--- config.mk ---
export PLATFORM = sky130hd
export DESIGN_NAME = urc_core
export DESIGN_NICKNAME = d
export VERILOG_FILES = /design/src/core/urc_pkg.sv /design/src/core/urc_baud_gen.sv /design/src/core/urc_core.sv
export VERILOG_INCLUDE_DIRS = /design/src /design/src/core
export SDC_FILE = /design/constraint.sdc
export NUM_CORES = 1
export LEC_CHECK = 0
export BUFFER_PORTS_ARGS = -buffer_cell sky130_fd_sc_hd__buf_2
export CAP_MARGIN = 25
export CORE_MARGIN = 4
export CORE_UTILIZATION = 26
export DETAILED_ROUTE_END_ITERATION = 10
export PLACE_DENSITY = 0.44
export SLEW_MARGIN = 10
export SYNTH_ARGS = -nofsm -noshare
export SYNTH_HDL_FRONTEND = slang
export SYNTH_SLANG_ARGS = --single-unit
--- constraint.sdc ---
create_clock -name clk -period 8.91 [get_ports clk]
set_clock_uncertainty 0.2 [all_clocks]
set_input_delay 0.891 -clock clk [delete_from_list [all_inputs] [get_ports clk]]
set_output_delay 0.891 -clock clk [all_outputs]
set_load 0.01 [all_outputs]
--- src/core/urc_defs.svh ---
`ifndef URC_DEFS_SVH
`define URC_DEFS_SVH

// -----------------------------------------------------------------------------
// Register offsets from the port base
// -----------------------------------------------------------------------------
`define URC_OFF_DATA 3'h0
`define URC_OFF_IER 3'h1
`define URC_OFF_FCR 3'h2
`define URC_OFF_LCR 3'h3

// -----------------------------------------------------------------------------
// Field positions
// -----------------------------------------------------------------------------
`define URC_LCR_BREAK 6
`define URC_LCR_BANK 7
`define URC_IER_RDA 0
`define URC_IER_THRE 1
`define URC_IER_RLS 2
`define URC_IER_MS 3
`define URC_FCR_EN 0
`define URC_FCR_RXCLR 1
`define URC_FCR_TXCLR 2
`define URC_FCR_TRIG_LO 6
`define URC_FCR_TRIG_HI 7

// -----------------------------------------------------------------------------
// Reset values
// -----------------------------------------------------------------------------
`define URC_LCR_RST 8'h03
`define URC_IER_RST 8'h00
`define URC_DLL_RST 8'h0C
`define URC_DLM_RST 8'h00

// -----------------------------------------------------------------------------
// Timing counts and trigger levels
// -----------------------------------------------------------------------------
`define URC_LAST_TICK 4'hF
`define URC_MID_TICK 4'h7
`define URC_TRIG_00 4'h1
`define URC_TRIG_01 4'h4
`define URC_TRIG_10 4'h8
`define URC_TRIG_11 4'hE

`endif

--- src/core/urc_pkg.sv ---
`include "urc_defs.svh"

package urc_pkg;

   // -----------------------------------------------------------------------------
   // Host side request and line settings
   // -----------------------------------------------------------------------------
   typedef struct packed {
      logic [2:0] addr;
      logic wr;
      logic rd;
      logic [7:0] wdata;
   } urc_host_req_t;

   // Line control byte, most significant field first.
   typedef struct packed {
      logic bank;
      logic brk;
      logic stick;
      logic even;
      logic par_en;
      logic two_stop;
      logic [1:0] wlen;
   } urc_line_cfg_t;

   // -----------------------------------------------------------------------------
   // Engine states
   // -----------------------------------------------------------------------------
   typedef enum logic [2:0] {
      TX_IDLE = 3'b000, TX_START = 3'b001, TX_DATA = 3'b010, TX_PAR = 3'b011, TX_STOP = 3'b100
   } urc_tx_state_t;

   typedef enum logic [2:0] {
      RX_IDLE = 3'b000, RX_START = 3'b001, RX_DATA = 3'b010, RX_PAR = 3'b011, RX_STOP = 3'b100
   } urc_rx_state_t;

   // Number of data bits for a length code.
   function automatic logic [3:0] urc_data_bits(input logic [1:0] wlen);
      urc_data_bits = 4'h5 + {2'b00, wlen};
   endfunction

   // Receive trigger level for a threshold code.
   function automatic logic [3:0] urc_trig_level(input logic [1:0] code);
      case (code)
         2'b00: urc_trig_level = `URC_TRIG_00;
         2'b01: urc_trig_level = `URC_TRIG_01;
         2'b10: urc_trig_level = `URC_TRIG_10;
         default: urc_trig_level = `URC_TRIG_11;
      endcase
   endfunction

   // Parity bit for a character under the given line settings.
   function automatic logic urc_parity(input logic [7:0] d, input urc_line_cfg_t c);
      logic x;
      x = ^(d & (8'hFF >> (2'h3 - c.wlen)));
      if (c.stick) begin
         urc_parity = ~c.even;
      end else if (c.even) begin
         urc_parity = x;
      end else begin
         urc_parity = ~x;
      end
   endfunction

endpackage

--- src/core/urc_baud_gen.sv ---
`timescale 1ns/1ps

module urc_baud_gen import urc_pkg::*; #(
   parameter int DIV_W = 16
) (
   // Clock and reset.
   input wire logic clk,
   input wire logic sys_rst,
   // Rate selection.
   input wire logic [DIV_W-1:0] divisor,
   // Sampling tick.
   output logic tick
);

   typedef struct packed {
      logic [DIV_W-1:0] cnt;
      logic tick;
   } urc_baud_st_t;

   urc_baud_st_t s_r;
   urc_baud_st_t s_nxt;

   // Count down the divisor and pulse once per pass; a zero divisor halts it.
   // A count left over from a larger divisor is cut short, so a raised rate applies at once.
   always_comb begin
      s_nxt = s_r;
      s_nxt.tick = 1'b0;
      if (divisor == '0) begin
         s_nxt.cnt = '0;
      end else if (s_r.cnt == '0 || s_r.cnt >= divisor) begin
         s_nxt.cnt = divisor - 1'b1;
         s_nxt.tick = 1'b1;
      end else begin
         s_nxt.cnt = s_r.cnt - 1'b1;
      end
   end

   // State register.
   always_ff @(posedge clk) begin
      if (sys_rst) begin
         s_r <= '0;
      end else begin
         s_r <= s_nxt;
      end
   end

   assign tick = s_r.tick;
endmodule

--- src/core/urc_core.sv ---
`timescale 1ns/1ps
`include "urc_defs.svh"

module urc_core import urc_pkg::*; #(
   parameter int DEPTH = 16
) (
   // Clock and reset.
   input wire logic clk,
   input wire logic sys_rst,
   // Host register port.
   input wire urc_host_req_t host_req,
   output logic [7:0] host_rdata,
   // Serial line.
   input wire logic rxd,
   output logic txd,
   // Status toward the host.
   output logic irq,
   output logic rx_err
);

   localparam int AW = $clog2(DEPTH);
   localparam int CW = $clog2(DEPTH + 1);

   // -----------------------------------------------------------------------------
   // State
   // -----------------------------------------------------------------------------
   typedef struct packed {
      logic [7:0] line_control;
      logic [7:0] ier;
      logic [7:0] dll;
      logic [7:0] dlm;
      logic fifo_en;
      logic [1:0] trig;
      logic [DEPTH-1:0][7:0] txq;
      logic [DEPTH-1:0][7:0] rxq;
      logic [AW-1:0] tx_wp;
      logic [AW-1:0] tx_rp;
      logic [AW-1:0] rx_wp;
      logic [AW-1:0] rx_rp;
      logic [CW-1:0] tx_cnt;
      logic [CW-1:0] rx_cnt;
      urc_tx_state_t tx_st;
      logic [3:0] tx_tick;
      logic [2:0] tx_bit;
      logic [7:0] tx_sh;
      logic tx_par;
      logic tx_second;
      urc_rx_state_t rx_st;
      logic [3:0] rx_tick;
      logic [2:0] rx_bit;
      logic [7:0] rx_sh;
      logic rx_bad;
      logic [7:0] rdata;
      logic txd;
      logic irq;
      logic rx_err;
   } urc_core_st_t;

   urc_core_st_t s_r;
   urc_core_st_t s_nxt;
   urc_line_cfg_t cfg;
   logic bank;
   logic tick;
   logic [CW-1:0] cap;
   logic [3:0] nbits;

   // Line settings decoded from the control byte.
   assign cfg = urc_line_cfg_t'(s_r.line_control);
   assign bank = s_r.line_control[`URC_LCR_BANK];
   assign nbits = urc_data_bits(cfg.wlen);
   // With the FIFOs off each direction holds a single character.
   assign cap = s_r.fifo_en ? CW'(DEPTH) : CW'(1);

   // -----------------------------------------------------------------------------
   // Rate generator
   // -----------------------------------------------------------------------------
   urc_baud_gen #(
      .DIV_W(16)
   ) u_baud (
      .clk(clk),
      .sys_rst(sys_rst),
      .divisor({s_r.dlm, s_r.dll}),
      .tick(tick)
   );

   // -----------------------------------------------------------------------------
   // Next state
   // -----------------------------------------------------------------------------
   always_comb begin
      logic tx_push;
      logic tx_pop;
      logic rx_push;
      logic rx_pop;
      logic line;
      logic [3:0] lvl;
      logic [7:0] rx_data;
      tx_push = 1'b0;
      tx_pop = 1'b0;
      rx_push = 1'b0;
      rx_pop = 1'b0;
      line = 1'b1;
      lvl = 4'h1;
      rx_data = s_r.rx_sh >> (4'h8 - nbits);
      s_nxt = s_r;
      s_nxt.rx_err = 1'b0;

      // Host writes to the data and enable offsets land in the bank that the control byte selects.
      if (host_req.wr) begin
         unique case (host_req.addr)
            `URC_OFF_DATA: begin
               if (bank) begin
                  s_nxt.dll = host_req.wdata;
               end else if (s_r.tx_cnt < cap) begin
                  tx_push = 1'b1;
               end
            end
            `URC_OFF_IER: begin
               if (bank) begin
                  s_nxt.dlm = host_req.wdata;
               end else begin
                  s_nxt.ier = {4'h0, host_req.wdata[`URC_IER_MS:`URC_IER_RDA]};
               end
            end
            `URC_OFF_FCR: begin
               s_nxt.fifo_en = host_req.wdata[`URC_FCR_EN];
               s_nxt.trig = host_req.wdata[`URC_FCR_TRIG_HI:`URC_FCR_TRIG_LO];
            end
            `URC_OFF_LCR: begin
               s_nxt.line_control = host_req.wdata;
            end
            default: begin
            end
         endcase
      end

      // Host reads; the receive buffer read also takes the character out.
      if (host_req.rd) begin
         unique case (host_req.addr)
            `URC_OFF_DATA: begin
               if (bank) begin
                  s_nxt.rdata = s_r.dll;
               end else begin
                  s_nxt.rdata = s_r.rxq[s_r.rx_rp];
                  rx_pop = (s_r.rx_cnt != '0);
               end
            end
            `URC_OFF_IER: begin
               s_nxt.rdata = bank ? s_r.dlm : s_r.ier;
            end
            `URC_OFF_LCR: begin
               s_nxt.rdata = s_r.line_control;
            end
            default: begin
               s_nxt.rdata = 8'h00;
            end
         endcase
      end

      // Transmit engine: start bit, data least significant first, parity, stop.
      if (s_r.tx_st != TX_IDLE && tick) begin
         s_nxt.tx_tick = s_r.tx_tick + 4'h1;
      end
      unique case (s_r.tx_st)
         TX_IDLE: begin
            // Starting on a tick keeps the start bit a full sixteen ticks long.
            if (s_r.tx_cnt != '0 && tick) begin
               tx_pop = 1'b1;
               s_nxt.tx_sh = s_r.txq[s_r.tx_rp];
               s_nxt.tx_par = urc_parity(s_r.txq[s_r.tx_rp], cfg);
               s_nxt.tx_st = TX_START;
               s_nxt.tx_tick = 4'h0;
            end
         end
         TX_START: begin
            line = 1'b0;
            if (tick && s_r.tx_tick == `URC_LAST_TICK) begin
               s_nxt.tx_st = TX_DATA;
               s_nxt.tx_bit = 3'h0;
            end
         end
         TX_DATA: begin
            line = s_r.tx_sh[0];
            if (tick && s_r.tx_tick == `URC_LAST_TICK) begin
               s_nxt.tx_sh = s_r.tx_sh >> 1;
               s_nxt.tx_bit = s_r.tx_bit + 3'h1;
               s_nxt.tx_second = 1'b0;
               if (s_r.tx_bit == 3'(nbits - 4'h1)) begin
                  s_nxt.tx_st = cfg.par_en ? TX_PAR : TX_STOP;
               end
            end
         end
         TX_PAR: begin
            line = s_r.tx_par;
            if (tick && s_r.tx_tick == `URC_LAST_TICK) begin
               s_nxt.tx_st = TX_STOP;
            end
         end
         TX_STOP: begin
            if (tick && s_r.tx_tick == `URC_LAST_TICK) begin
               if (cfg.two_stop && !s_r.tx_second) begin
                  s_nxt.tx_second = 1'b1;
               end else begin
                  s_nxt.tx_st = TX_IDLE;
               end
            end
         end
         default: begin
            s_nxt.tx_st = TX_IDLE;
         end
      endcase
      // Break overrides whatever the engine is sending.
      s_nxt.txd = cfg.brk ? 1'b0 : line;

      // Receive engine: confirm the start bit at mid-bit, then sample each bit centre.
      if (s_r.rx_st != RX_IDLE && tick) begin
         s_nxt.rx_tick = s_r.rx_tick + 4'h1;
      end
      unique case (s_r.rx_st)
         RX_IDLE: begin
            if (!rxd) begin
               s_nxt.rx_st = RX_START;
               s_nxt.rx_tick = 4'h0;
            end
         end
         RX_START: begin
            if (tick && s_r.rx_tick == `URC_MID_TICK) begin
               s_nxt.rx_tick = 4'h0;
               s_nxt.rx_bit = 3'h0;
               s_nxt.rx_bad = 1'b0;
               s_nxt.rx_st = rxd ? RX_IDLE : RX_DATA;
            end
         end
         RX_DATA: begin
            if (tick && s_r.rx_tick == `URC_LAST_TICK) begin
               s_nxt.rx_sh = {rxd, s_r.rx_sh[7:1]};
               s_nxt.rx_bit = s_r.rx_bit + 3'h1;
               if (s_r.rx_bit == 3'(nbits - 4'h1)) begin
                  s_nxt.rx_st = cfg.par_en ? RX_PAR : RX_STOP;
               end
            end
         end
         RX_PAR: begin
            if (tick && s_r.rx_tick == `URC_LAST_TICK) begin
               s_nxt.rx_bad = (rxd != urc_parity(rx_data, cfg));
               s_nxt.rx_st = RX_STOP;
            end
         end
         RX_STOP: begin
            if (tick && s_r.rx_tick == `URC_LAST_TICK) begin
               s_nxt.rx_st = RX_IDLE;
               s_nxt.rx_err = s_r.rx_bad || !rxd || (s_r.rx_cnt >= cap);
               rx_push = (s_r.rx_cnt < cap);
            end
         end
         default: begin
            s_nxt.rx_st = RX_IDLE;
         end
      endcase

      // Queue bookkeeping for both directions.
      if (tx_push) begin
         s_nxt.txq[s_r.tx_wp] = host_req.wdata;
         s_nxt.tx_wp = s_r.tx_wp + 1'b1;
      end
      if (tx_pop) begin
         s_nxt.tx_rp = s_r.tx_rp + 1'b1;
      end
      s_nxt.tx_cnt = s_r.tx_cnt + CW'(tx_push) - CW'(tx_pop);
      if (rx_push) begin
         s_nxt.rxq[s_r.rx_wp] = rx_data;
         s_nxt.rx_wp = s_r.rx_wp + 1'b1;
      end
      if (rx_pop) begin
         s_nxt.rx_rp = s_r.rx_rp + 1'b1;
      end
      s_nxt.rx_cnt = s_r.rx_cnt + CW'(rx_push) - CW'(rx_pop);

      // Clear strobes act on this write only; a change of FIFO mode empties both.
      if (host_req.wr && host_req.addr == `URC_OFF_FCR) begin
         if (host_req.wdata[`URC_FCR_RXCLR] || host_req.wdata[`URC_FCR_EN] != s_r.fifo_en) begin
            s_nxt.rx_wp = '0;
            s_nxt.rx_rp = '0;
            s_nxt.rx_cnt = '0;
         end
         if (host_req.wdata[`URC_FCR_TXCLR] || host_req.wdata[`URC_FCR_EN] != s_r.fifo_en) begin
            s_nxt.tx_wp = '0;
            s_nxt.tx_rp = '0;
            s_nxt.tx_cnt = '0;
         end
      end

      // Interrupt request from the enabled data conditions.
      if (s_nxt.fifo_en) begin
         lvl = urc_trig_level(s_nxt.trig);
      end
      s_nxt.irq = (s_nxt.ier[`URC_IER_RDA] && s_nxt.rx_cnt >= CW'(lvl)) ||
                  (s_nxt.ier[`URC_IER_THRE] && s_nxt.tx_cnt == '0);
   end

   // -----------------------------------------------------------------------------
   // State register
   // -----------------------------------------------------------------------------
   always_ff @(posedge clk) begin
      if (sys_rst) begin
         s_r <= '0;
         s_r.line_control <= `URC_LCR_RST;
         s_r.ier <= `URC_IER_RST;
         s_r.dll <= `URC_DLL_RST;
         s_r.dlm <= `URC_DLM_RST;
         s_r.txd <= 1'b1;
      end else begin
         s_r <= s_nxt;
      end
   end

   // Outputs come straight from the state register.
   assign host_rdata = s_r.rdata;
   assign txd = s_r.txd;
   assign irq = s_r.irq;
   assign rx_err = s_r.rx_err;

   logic [3:0] lvl_now;
   assign lvl_now = s_r.fifo_en ? urc_trig_level(s_r.trig) : 4'h1;
endmodule

==> results of run 1 <==
-- registers in the layout, summed over array words and instances (netlist names) --
register / count
u_baud.tick: 1
host_rdata: 8
cfg: 8
u_baud.s_r: 16
rx_err: 1
irq: 1
s_r: 344
txd: 1
-- area by class of cell --
class | count | area (um^2) | share of cell area [%]
inverter | 52 | 195.2 | 0.9377
multi-input combinational | 1592 | 9892 | 47.52
tap | 940 | 1176 | 5.650
clock inverter | 24 | 381.6 | 1.833
timing repair buffer | 46 | 316.6 | 1.521
clock buffer | 57 | 1240 | 5.957
antenna | 2 | 5.005 | 0.02404
sequential | 380 | 7610 | 36.56
-- metrics by stage --
stage	utilization, %	power, W	setup slack (ns)	hold slack [ns]
6_report	29.62	0.004898	4.509	0.2529
5_1_grt	29.62	0.005158	4.101	0.2712
3_3_place_gp	27.22	0.002905	4.274	0.2389
3_5_place_dp	27.30	0.002919	4.267	0.2455
4_1_cts	29.61	0.004964	4.495	0.2540
2_1_floorplan	-	0.002700	4.873	0.2315
-- worst reg2reg max path, delay by kind of cell, from the launching register on --
kind                     cells  cell delay (ns)
AO/OA/AOI/OAI                2             0.84
XOR/XNOR                     3             0.50
adder cells (fa/ha/maj)      1             0.69
buffers and inverters        1             0.23
flip-flops                   1             0.69
multiplexers                 1             0.41
AND/OR/NAND/NOR              4             0.74
-- layout by cell type, fill, tap and decap left out, types with 4 or more instances in the layout --
master | netlist | routed
o21ai_0 | 64 | 64
ha_1 | 56 | 56
inv_1 | 48 | 48
a221oi_1 | 23 | 23
clkbuf_1 | 106 | 4
a22oi_1 | 17 | 17
and2_0 | 4 | 4
clkbuf_16 | 0 | 44
buf_4 | 8 | 13
o211ai_1 | 7 | 7
clkbuf_8 | 0 | 9
a211oi_1 | 73 | 73
o22ai_1 | 7 | 7
mux4_2 | 38 | 38
nor4_1 | 4 | 4
buf_2 | 44 | 27
a31oi_1 | 12 | 12
or3_1 | 6 | 6
and2_1 | 20 | 20
nand2b_1 | 14 | 14
xor2_1 | 26 | 26
nor2b_1 | 11 | 11
a311oi_1 | 4 | 4
nor3_1 | 59 | 59
or4_1 | 5 | 5
bufinv_16 | 0 | 9
xnor2_1 | 37 | 37
a21o_1 | 4 | 4
mux2i_1 | 83 | 83
clkinv_2 | 0 | 10
and3_1 | 13 | 13
nand3_1 | 160 | 160
dfxtp_1 | 380 | 378
mux2_2 | 10 | 10
a21oi_1 | 220 | 220
nand4_1 | 12 | 12
nand2_1 | 295 | 295
nor2_1 | 254 | 253
-- metal layers --
metal	global-route usage (%)	share of wire (%)	vias to the layer above
met1	21.20	49	7508
met2	23.03	44	277
met3	2.364	4.7	64
met4	3.440	1.9	2
li1	-	-	7543
met5	0	0.023	-
-- cells by family (layout without fill, tap and decap cells) --
kind of cell	Yosys count	after routing	synth area share [%]
and+or+nand+nor	879	879	21.25
AOI/OAI and AO/OA	458	458	15.17
DFF	380	380	41.14
buffers and inverters	225	179	5.413
muxes	134	134	10.03
xor gates and xnor gates	63	63	2.984
adders and majority gates	58	58	4.006
other	0	2	0
-- worst max-delay path by stage --
stage | endpoint | from | slack [ns] | cells past startpoint
floorplan | irq | host_req[10] | 4.87 | 14
global placement | irq | host_req[10] | 4.27 | 15
detailed placement | irq | host_req[10] | 4.27 | 15
CTS | s_r[11] | cfg[0] | 4.50 | 12
global route | s_r[11] | cfg[0] | 4.10 | 12
finish | s_r[11] | cfg[0] | 4.51 | 12
-- power breakdown --
group / leakage, nW / internal, W / switching, W
registers: 3.07 / 0.00177 / 0.0000709
clock network: 0.803 / 0.00125 / 0.000767
logic: 3.00 / 0.000412 / 0.000626
total: 6.87 / 0.00343 / 0.00146
==> impl_metrics.yaml, run 1 <==
floorplanning:
  start_util_pct: 26.31
  rows: 97
  core_um2: 70270
  pin_count: 27
  die_w_um: 274.7
  fp.dieH_um: 274.7
  die_area_um2: 75450
cells_and_area:
  final_cells: 3093
  area_growth_pct: 12.57
  drive_gt1_share_pct: 8.833
  fin_nets: 2190
  final_area_um2: 20820
  fill_cells: 7365
clock_tree:
  cts_resized: 0
  cts.sinks: 380
  cts_made_buffers: 44
  cts_buffer_depth: 3
  cts_tree: "yes"
  h-tree-depth: 2
  clk_latency_ns: 0.58
  clockRootBuffer: "clkbuf_16"
  clkTransAtPathRegs_ns: 0.06
  cts_setup_buffers: 0
  cts_hold_buf: 0
sta:
  setup_viol: 0
  rsz0062_at_grt: "no"
  worstMarginPinSlew_ns: 1.112
  post-route-period-util_pct: 49.40
  drv_slew: 0
  fmax_mhz: 227.2
  period_minus_slack_ns: 4.401
  relSlewSlack_pct: 25.89
  final_hold_viol_count: 0
  finalSetupTns_ns: 0
placement:
  place_congestion: 0.7867
  port-buffer-count: 26
  placedCellCount: 3009
  hpwl_um: 36360
  postPlaceCellArea_um2: 19180
worst_setup_path:
  ff2ff_setup_slack_ns: 4.51
  crit_family: "compound AO/OA/AOI/OAI gates"
  ff2ff_path_depth: 12
  cpPeakStageDelay_ns: 0.70
  path_cells: "inv_1 > ha_1 > mux2_2 > a22oi_2 > nor2_1 > xnor2_1 > xnor2_1 > xnor2_1 > or4_1 > nand3_1 > nand2_1 > a21oi_1"
  r2r-end: "s_r[11]"
  critical_path.max_fanout: 17
  arrival_ns: 4.68
  slowest_stage: "a22oi_2"
  rr_startpoint: "cfg[0]"
  required_ns: 9.19
  worst_setup_path_start_kind: "register"
  crit_type: "register to register"
  crit_top_cell: "xnor2_1"
  critPathBufInv: 1
  cp-end-kind: "register"
grt:
  grt_max_degree: 199
  grt_usage_pct: 14.70
  antenna_found_initial: 3
  grt_first_pass_wirelength_um: 88450
  grt-ovfl-total: 0
  grt_pass1_vias: 14950
synthesis:
  yosys.cell_count.top_type: "dfxtp_1"
  synth.distinct_cells: 75
  synth-seq-cells: 380
  ys_top_cells_by_count: "dfxtp_1 (380), nand2_1 (295), nor2_1 (254)"
  synth_top_area_share_pct: 41.14
  synthTopCellsByArea: "dfxtp_1 (41%), nand2_1 (6.0%), a21oi_1 (6.0%), nor2_1 (5.2%), mux4_2 (4.6%)"
  yosysTopAreaCell: "dfxtp_1"
  synth_flop_cell: "dfxtp_1"
  synth_area_per_cell_um2: 8.417
  synth_nets: 2271
  ys.warnings.count: 0
  synth-async-reset-ratio_pct: 0
  seq_area_frac_synth_pct: 41.14
  synthesis.area_um2: 18490
  synth_edf_count: 0
  syn-instance-count: 2197
detailed_routing:
  routed_wirelength_um: 56210
  drc: 0
  drtIter0Drc: 1190
  wl_per_cell_um: 18.17
  vias_per_cell: 4.977
  vias: 15390
  drtPass1Iterations: 5
  ant_nets: 0
power:
  p_leak_nw: 6.870
  p_per_area_nw_per_um2: 235.3
  irDropWorstVdd_mv: 0.2516
job:
  cap_violations: 0
hold_path:
  worstHoldStart: "s_r[252]"
  hold_class: "register to register"
  whs_path_depth: 2
  min_to: "s_r[252]"
status:
  status: "completed"
Note: power is estimated with default switching activity, not from simulation.
==> run 2, diff against run 1 <==
--- a/config.mk
+++ b/config.mk
@@ -6,6 +6,7 @@
 export SDC_FILE = /design/constraint.sdc
 export NUM_CORES = 1
 export LEC_CHECK = 0
+export ABC_AREA = 1
 export BUFFER_PORTS_ARGS = -buffer_cell sky130_fd_sc_hd__buf_2
 export CAP_MARGIN = 25
 export CORE_MARGIN = 4
==> constraint.sdc (replaced) <==
create_clock -name clk -period 4.55 [get_ports clk]
set_clock_uncertainty 0.2 [all_clocks]
set_input_delay 0.455 -clock clk [delete_from_list [all_inputs] [get_ports clk]]
set_output_delay 0.455 -clock clk [all_outputs]
set_load 0.01 [all_outputs]
==> impl_metrics.yaml, run 2 <==
status:
  status: "completed"
placement:
  postPlaceCellArea_um2: 19460
  place_congestion: 0.8071
  port-buffer-count: 26
  hpwl_um: 40070
  place_ws_ns: 0.6565
floorplanning:
  rows: 97
  start_util_pct: 26.43
  die_w_um: 276.0
  pin_count: 27
  fp.dieH_um: 276.0
  die_area_um2: 76170
  core_um2: 70640
synthesis:
  seq_area_frac_synth_pct: 40.74
  synth-seq-cells: 380
  synthesis.area_um2: 18670
  synth_nets: 2727
  synthAdderAreaFrac_pct: 3.967
  synthSimpleGateAreaFrac_pct: 20.02
  synth_top_family_by_area: "compound AO/OA/AOI/OAI gates"
  synth_edf_count: 0
  ys_top_cells_by_count: "nand2_1 (453), dfxtp_1 (380), o21ai_0 (377)"
  synth-async-reset-ratio_pct: 0
  ys.warnings.count: 0
  synth_area_per_cell_um2: 7.038
  synth.distinct_cells: 54
  synth_flop_cell: "dfxtp_1"
  yosysTopAreaCell: "dfxtp_1"
  synthMuxAreaShare_pct: 0
  synth-compound-area-share_pct: 24.12
  yosys.cell_count.top_type: "nand2_1"
  yosys.area_share.xor_xnor_pct: 1.126
  syn-instance-count: 2653
  synthTopCellsByArea: "dfxtp_1 (41%), o21ai_0 (10%), a21oi_1 (10%), nand2_1 (9.1%), inv_1 (5.9%)"
  synth_top_area_share_pct: 40.74
worst_setup_path:
  r2r-end: "irq"
  slowest_stage: "fa_1"
  ff2ff_path_depth: 21
  rr_startpoint: "s_r[23]"
  path_cells: "ha_1 > nand3_1 > nor2_2 > inv_1 > nor2_1 > inv_1 > nor2_4 > inv_1 > ha_1 > inv_1 > ha_1 > fa_1 > inv_1 > nor2_1 > ha_1 > a21boi_0 > o21a_1 > o21ai_0 > nand3b_1 > nand2_1 > nand2_1"
  arrival_ns: 4.14
  cp-end-kind: "register"
  required_ns: 4.83
  critical_path.max_fanout: 6
  critPathBufInv: 5
  crit_family: "adder cells"
  cpPeakStageDelay_ns: 0.49
  worst_setup_path_start_kind: "register"
  crit_top_cell: "inv_1"
  ff2ff_setup_slack_ns: 0.69
  path_depth: 21
  crit_type: "register to register"
detailed_routing:
  drtPass1Iterations: 6
  routed_wirelength_um: 59310
  vias_per_cell: 4.779
  vias: 17100
  wl_per_cell_um: 16.58
  drtIter0Drc: 1220
  ant_nets: 0
  drc: 0
grt:
  antenna_found_initial: 0
  grt_use_met2_pct: 24.41
  top_usage_layer: "met2"
  grt_first_pass_wirelength_um: 93210
  grt-ovfl-total: 0
  use_met1_pct: 21.26
  grt_pass1_vias: 16110
  grt_max_degree: 130
  grt_use_met3_pct: 2.894
  grt_usage_pct: 15.39
sta:
  rsz0062_at_grt: "no"
  hold_ws_ns: 0.03225
  period_minus_slack_ns: 3.858
  drv_slew: 0
  fmax_mhz: 259.2
  fin_ws_ns: 0.6916
  worstMarginPinSlew_ns: 1.048
  post-route-period-util_pct: 84.80
  final_hold_viol_count: 0
  finalSetupTns_ns: 0
  setup_viol: 0
  relSlewSlack_pct: 29.85
clock_tree:
  clockRootBuffer: "clkbuf_16"
  cts_buffer_depth: 3
  cts_hold_buf: 1
  cts_setup_buffers: 0
  cts_resized: 0
  h-tree-depth: 2
  cts_tree: "yes"
  clkTransAtPathRegs_ns: 0.06
  clk_latency_ns: 0.60
  cts_made_buffers: 47
  cts.sinks: 380
cells_and_area:
  n_antenna_cell: 0
  layout_common_cells: "nand2_1 (453), dfxtp_1 (378), o21ai_0 (377)"
  top_register: "s_r"
  final_common_cell: "nand2_1"
  fill_cells: 7700
  reg_top3: "s_r: 344 flops, u_baud.s_r: 16 flops"
  area_growth_pct: 12.77
  fin_nets: 2679
  final_area_um2: 21060
  largest_reg_flops: 344
  drive_gt1_share_pct: 7.582
hold_path:
  worstHoldStart: "host_req[8]"
  hold_class: "input port to register"
  min_to: "host_rdata[4]"
  whs_path_depth: 3
power:
  irDropWorstVdd_mv: 0.2832
  p_per_area_nw_per_um2: 493.3
  p_leak_nw: 8.234
job:
  cap_violations: 0
run 2: changes by cell type after synthesis, moves of 32 or more:
| cell | before | now |
|---|---|---|
| nand2_1 | 295 | 453 |
| nor3_1 | 59 | 15 |
| mux4_2 | 38 | 0 |
| mux2i_1 | 83 | 0 |
| nand3_1 | 160 | 118 |
| a21oi_1 | 220 | 374 |
| a211oi_1 | 73 | 7 |
| xnor2_1 | 37 | 5 |
| o21ai_0 | 64 | 377 |
| inv_1 | 48 | 291 |
run 2: metrics by stage:
stage	util [%]	cells	total power, W
4_1_cts	29.73	3570	0.01052
5_1_grt	29.81	3578	0.01110
2_1_floorplan	-	2653	0.006007
3_3_place_gp	27.51	3485	0.006674
3_5_place_dp	27.54	3487	0.006718
6_report	29.81	3578	0.01039
run 2: cell families (layout without fill, tap and decap cells):
group / Yosys count / count (layout)
AND/OR/NAND/NOR: 879 / 879
AO/OA/AOI/OAI: 850 / 850
buffers and inverters: 462 / 447
flip-flops: 380 / 380
adder cells (fa/ha/maj): 58 / 58
XOR/XNOR: 24 / 24
run 2: cell type report:
| type | instances | area, um^2 | share of cell area [%] |
|---|---|---|---|
| sequential | 380 | 7610 | 36.14 |
| clock inverter | 16 | 185.2 | 0.8794 |
| clock buffer | 66 | 1348 | 6.400 |
| tap | 940 | 1176 | 5.586 |
| inverter | 308 | 1164 | 5.526 |
| multi-input combinational | 1811 | 9191 | 43.65 |
| timing repair buffer | 57 | 382.9 | 1.818 |
run 2: worst max-delay path by stage:
stage / start / end / slack, ns
3_3_place_gp: s_r[23] / irq / 0.74
3_5_place_dp: s_r[23] / irq / 0.66
5_1_grt: s_r[23] / irq / 0.34
2_1_floorplan: s_r[23] / irq / 1.15
6_report: s_r[23] / irq / 0.69
4_1_cts: s_r[23] / irq / 0.66
run 2: routing by layer:
metal  vias to the layer above  share of wire, %
met5                         -                 0
met4                         0               2.7
met3                       100               5.5
met2                       346                44
met1                      7989                48
li1                       8664                 -
run 2: worst min-delay path: cells and delay by family:
kind	cells	cell delay (ns)
buffers and inverters	1	0.17
and+or+nand+nor	1	0.09
AOI/OAI and AO/OA	1	0.05
run 2: report_power, final:
| part | total [W] | leakage (nW) | switching, W | internal (W) |
|---|---|---|---|---|
| combinational | 0.00300 | 4.40 | 0.00206 | 0.000939 |
| clock | 0.00374 | 0.764 | 0.00156 | 0.00219 |
| sequential | 0.00364 | 3.07 | 0.000136 | 0.00351 |
==> run 3, diff against run 2 <==
--- a/config.mk
+++ b/config.mk
@@ -6,7 +6,7 @@
 export SDC_FILE = /design/constraint.sdc
 export NUM_CORES = 1
 export LEC_CHECK = 0
-export ABC_AREA = 1
+export ABC_AREA = 0
 export BUFFER_PORTS_ARGS = -buffer_cell sky130_fd_sc_hd__buf_2
 export CAP_MARGIN = 25
 export CORE_MARGIN = 4
==> constraint.sdc (replaced) <==
create_clock -name clk -period 3.57 [get_ports clk]
set_clock_uncertainty 0.2 [all_clocks]
set_input_delay 0.357 -clock clk [delete_from_list [all_inputs] [get_ports clk]]
set_output_delay 0.357 -clock clk [all_outputs]
set_load 0.01 [all_outputs]
==> impl_metrics.yaml, run 3 (synthesis gave the netlist of run 1 again) <==
worst_setup_path:
  ff2ff_path_depth: 18
  r2r-end: "irq"
  critical_path.max_fanout: 3
  arrival_ns: 3.70
  ff2ff_setup_slack_ns: 0.11
  worst_setup_path_start_kind: "register"
  slowest_stage: "fa_2"
  crit_top_cell: "ha_4"
  rr_startpoint: "s_r[52]"
  path_cells: "inv_2 > buf_4 > ha_4 > nor4b_4 > nor4b_2 > buf_4 > ha_4 > inv_2 > ha_4 > fa_2 > and2_4 > ha_4 > a21oi_4 > nor2b_1 > o21ai_1 > nand2_1 > o21ai_1 > o31ai_1"
  crit_type: "register to register"
  worstSetupStartpoint: "s_r[52]"
  critPathBufInv: 4
  cpPeakStageDelay_ns: 0.57
  crit_family: "adder cells"
  required_ns: 3.81
  cp-end-kind: "register"
hold_path:
  worstHoldStart: "host_req[3]"
  min_to: "s_r[311]"
  whs_path_depth: 3
  hold_class: "input port to register"
power:
  p_per_area_nw_per_um2: 564.3
  switching_share_pct: 30.29
  netSwitchingPower_w: 0.003691
  p_leak_nw: 7.320
  internal-power_w: 0.008494
  p_seq_share_pct: 37.7
  clkPwrFrac_pct: 38.7
  power_w: 0.01219
  irDropWorstVdd_mv: 0.5123
  p_comb_share_pct: 23.7
clock_tree:
  cts_buffer_depth: 3
  h-tree-depth: 2
  clkTransAtPathRegs_ns: 0.07
  clockRootBuffer: "clkbuf_16"
  cts_made_buffers: 44
  cts.sinks: 380
  clk_latency_ns: 0.59
  cts_tree: "yes"
placement:
  port-buffer-count: 26
  hpwl_um: 38930
  place_congestion: 0.8049
cells_and_area:
  final_common_cell: "dfxtp_1"
  layout_common_cells: "dfxtp_1 (374), nand2_1 (295), nor2_1 (252)"
  drive_gt1_share_pct: 13.31
  area_growth_pct: 16.78
  top_register: "s_r"
  reg_top3: "s_r: 344 flops, u_baud.s_r: 16 flops"
  largest_reg_flops: 344
  fin_nets: 2287
  fill_cells: 7325
floorplanning:
  fp.dieH_um: 274.7
  rows: 97
  die_w_um: 274.7
  core_um2: 70270
  pin_count: 27
  die_area_um2: 75450
  start_util_pct: 26.31
sta:
  relSlewSlack_pct: 42.08
  worstMarginPinSlew_ns: 0.8688
  fmax_mhz: 289.1
  period_minus_slack_ns: 3.459
  setup_viol: 0
  drv_slew: 0
  post-route-period-util_pct: 96.90
  final_hold_viol_count: 0
  finalSetupTns_ns: 0
detailed_routing:
  vias_per_cell: 4.918
  ant_nets: 0
  vias: 15670
  routed_wirelength_um: 56910
  wl_per_cell_um: 17.86
  drtIter0Drc: 1176
  drtPass1Iterations: 5
  drc: 0
grt:
  grt_first_pass_wirelength_um: 89020
  grt_max_degree: 135
  grt_pass1_vias: 15030
  grt-ovfl-total: 0
  antenna_found_initial: 1
  grt_usage_pct: 14.81
job:
  cap_violations: 0
status:
  status: "completed"
## run 3: what timing repair did
item,in CTS,in global routing
resized for setup,3,32
pin swaps,1,15
setup endpoints to repair,1,7
hold endpoints to repair,39,0
buffers inserted,0,4
hold buffers,4,0
## run 3: power groups by stage
stage / Clock [W] / Sequential, W / Combinational [W]
after floorplan: 0 / 0.00462 / 0.00212
after global placement: 0 / 0.00467 / 0.00275
after detailed placement: 0 / 0.00467 / 0.00278
after CTS: 0.00487 / 0.00458 / 0.00280
after global routing: 0.00504 / 0.00461 / 0.00320
final: 0.00471 / 0.00459 / 0.00288
## run 3: final cells by class
cell class	count	area, um^2	share of cell area [%]
Antenna cell	1	2.502	0.01159
Clock buffer	64	1266	5.864
Clock inverter	15	234.0	1.083
Inverter	52	200.2	0.9271
Multi-Input combinational cell	1592	10020	46.41
Sequential cell	380	7615	35.26
Tap cell	940	1176	5.446
Timing Repair Buffer	143	1079	4.994
## run 3: how the worst max path moves through the flow
| stage | cells after the start | slack (ns) | endpoint |
|---|---|---|---|
| after global placement | 15 | -0.14 | irq |
| after floorplan | 15 | 0.04 | u_baud.s_r[11] |
| after detailed placement | 15 | -0.15 | irq |
| after CTS | 19 | 0.02 | irq |
| final | 18 | 0.11 | irq |
| after global routing | 18 | -0.02 | irq |
## run 3: layer usage
metal / GRT usage, % / wire length (um) / vias up / part of all wire [%]
li1: - / - / 7740 / -
met1: 21.90 / 28460 / 7537 / 50
met2: 22.75 / 24970 / 321 / 44
met3: 2.015 / 2359 / 75 / 4.1
met4: 3.603 / 1128 / 0 / 2.0
met5: 0 / 0 / - / 0
## run 3: worst reg2reg max path, stage by stage, from the launching register on
cell and delay [ns]:
dfxtp_2 0.33, inv_2 0.05, buf_4 0.15, ha_4 0.16, nor4b_4 0.13, nor4b_2 0.28, buf_4 0.17, ha_4 0.13
inv_2 0.04, ha_4 0.15, fa_2 0.57, and2_4 0.15, ha_4 0.20, a21oi_4 0.15, nor2b_1 0.05, o21ai_1 0.12
nand2_1 0.07, o21ai_1 0.16, o31ai_1 0.08
## run 3: stage by stage
stage               setup slack [ns]  std cells  hold slack [ns]  cell area [um^2]  util, %
finish                        0.1107       3187           0.1075             21590    30.73
global route                -0.02423       3186          0.09946             21590    30.73
CTS                          0.01517       3182          0.05757             21430    30.50
detailed placement           -0.1506       3099           0.2455             19880    28.29
global placement             -0.1382       3099           0.2393             19880    28.29
floorplan                    0.03638       2197           0.2315             18490        -
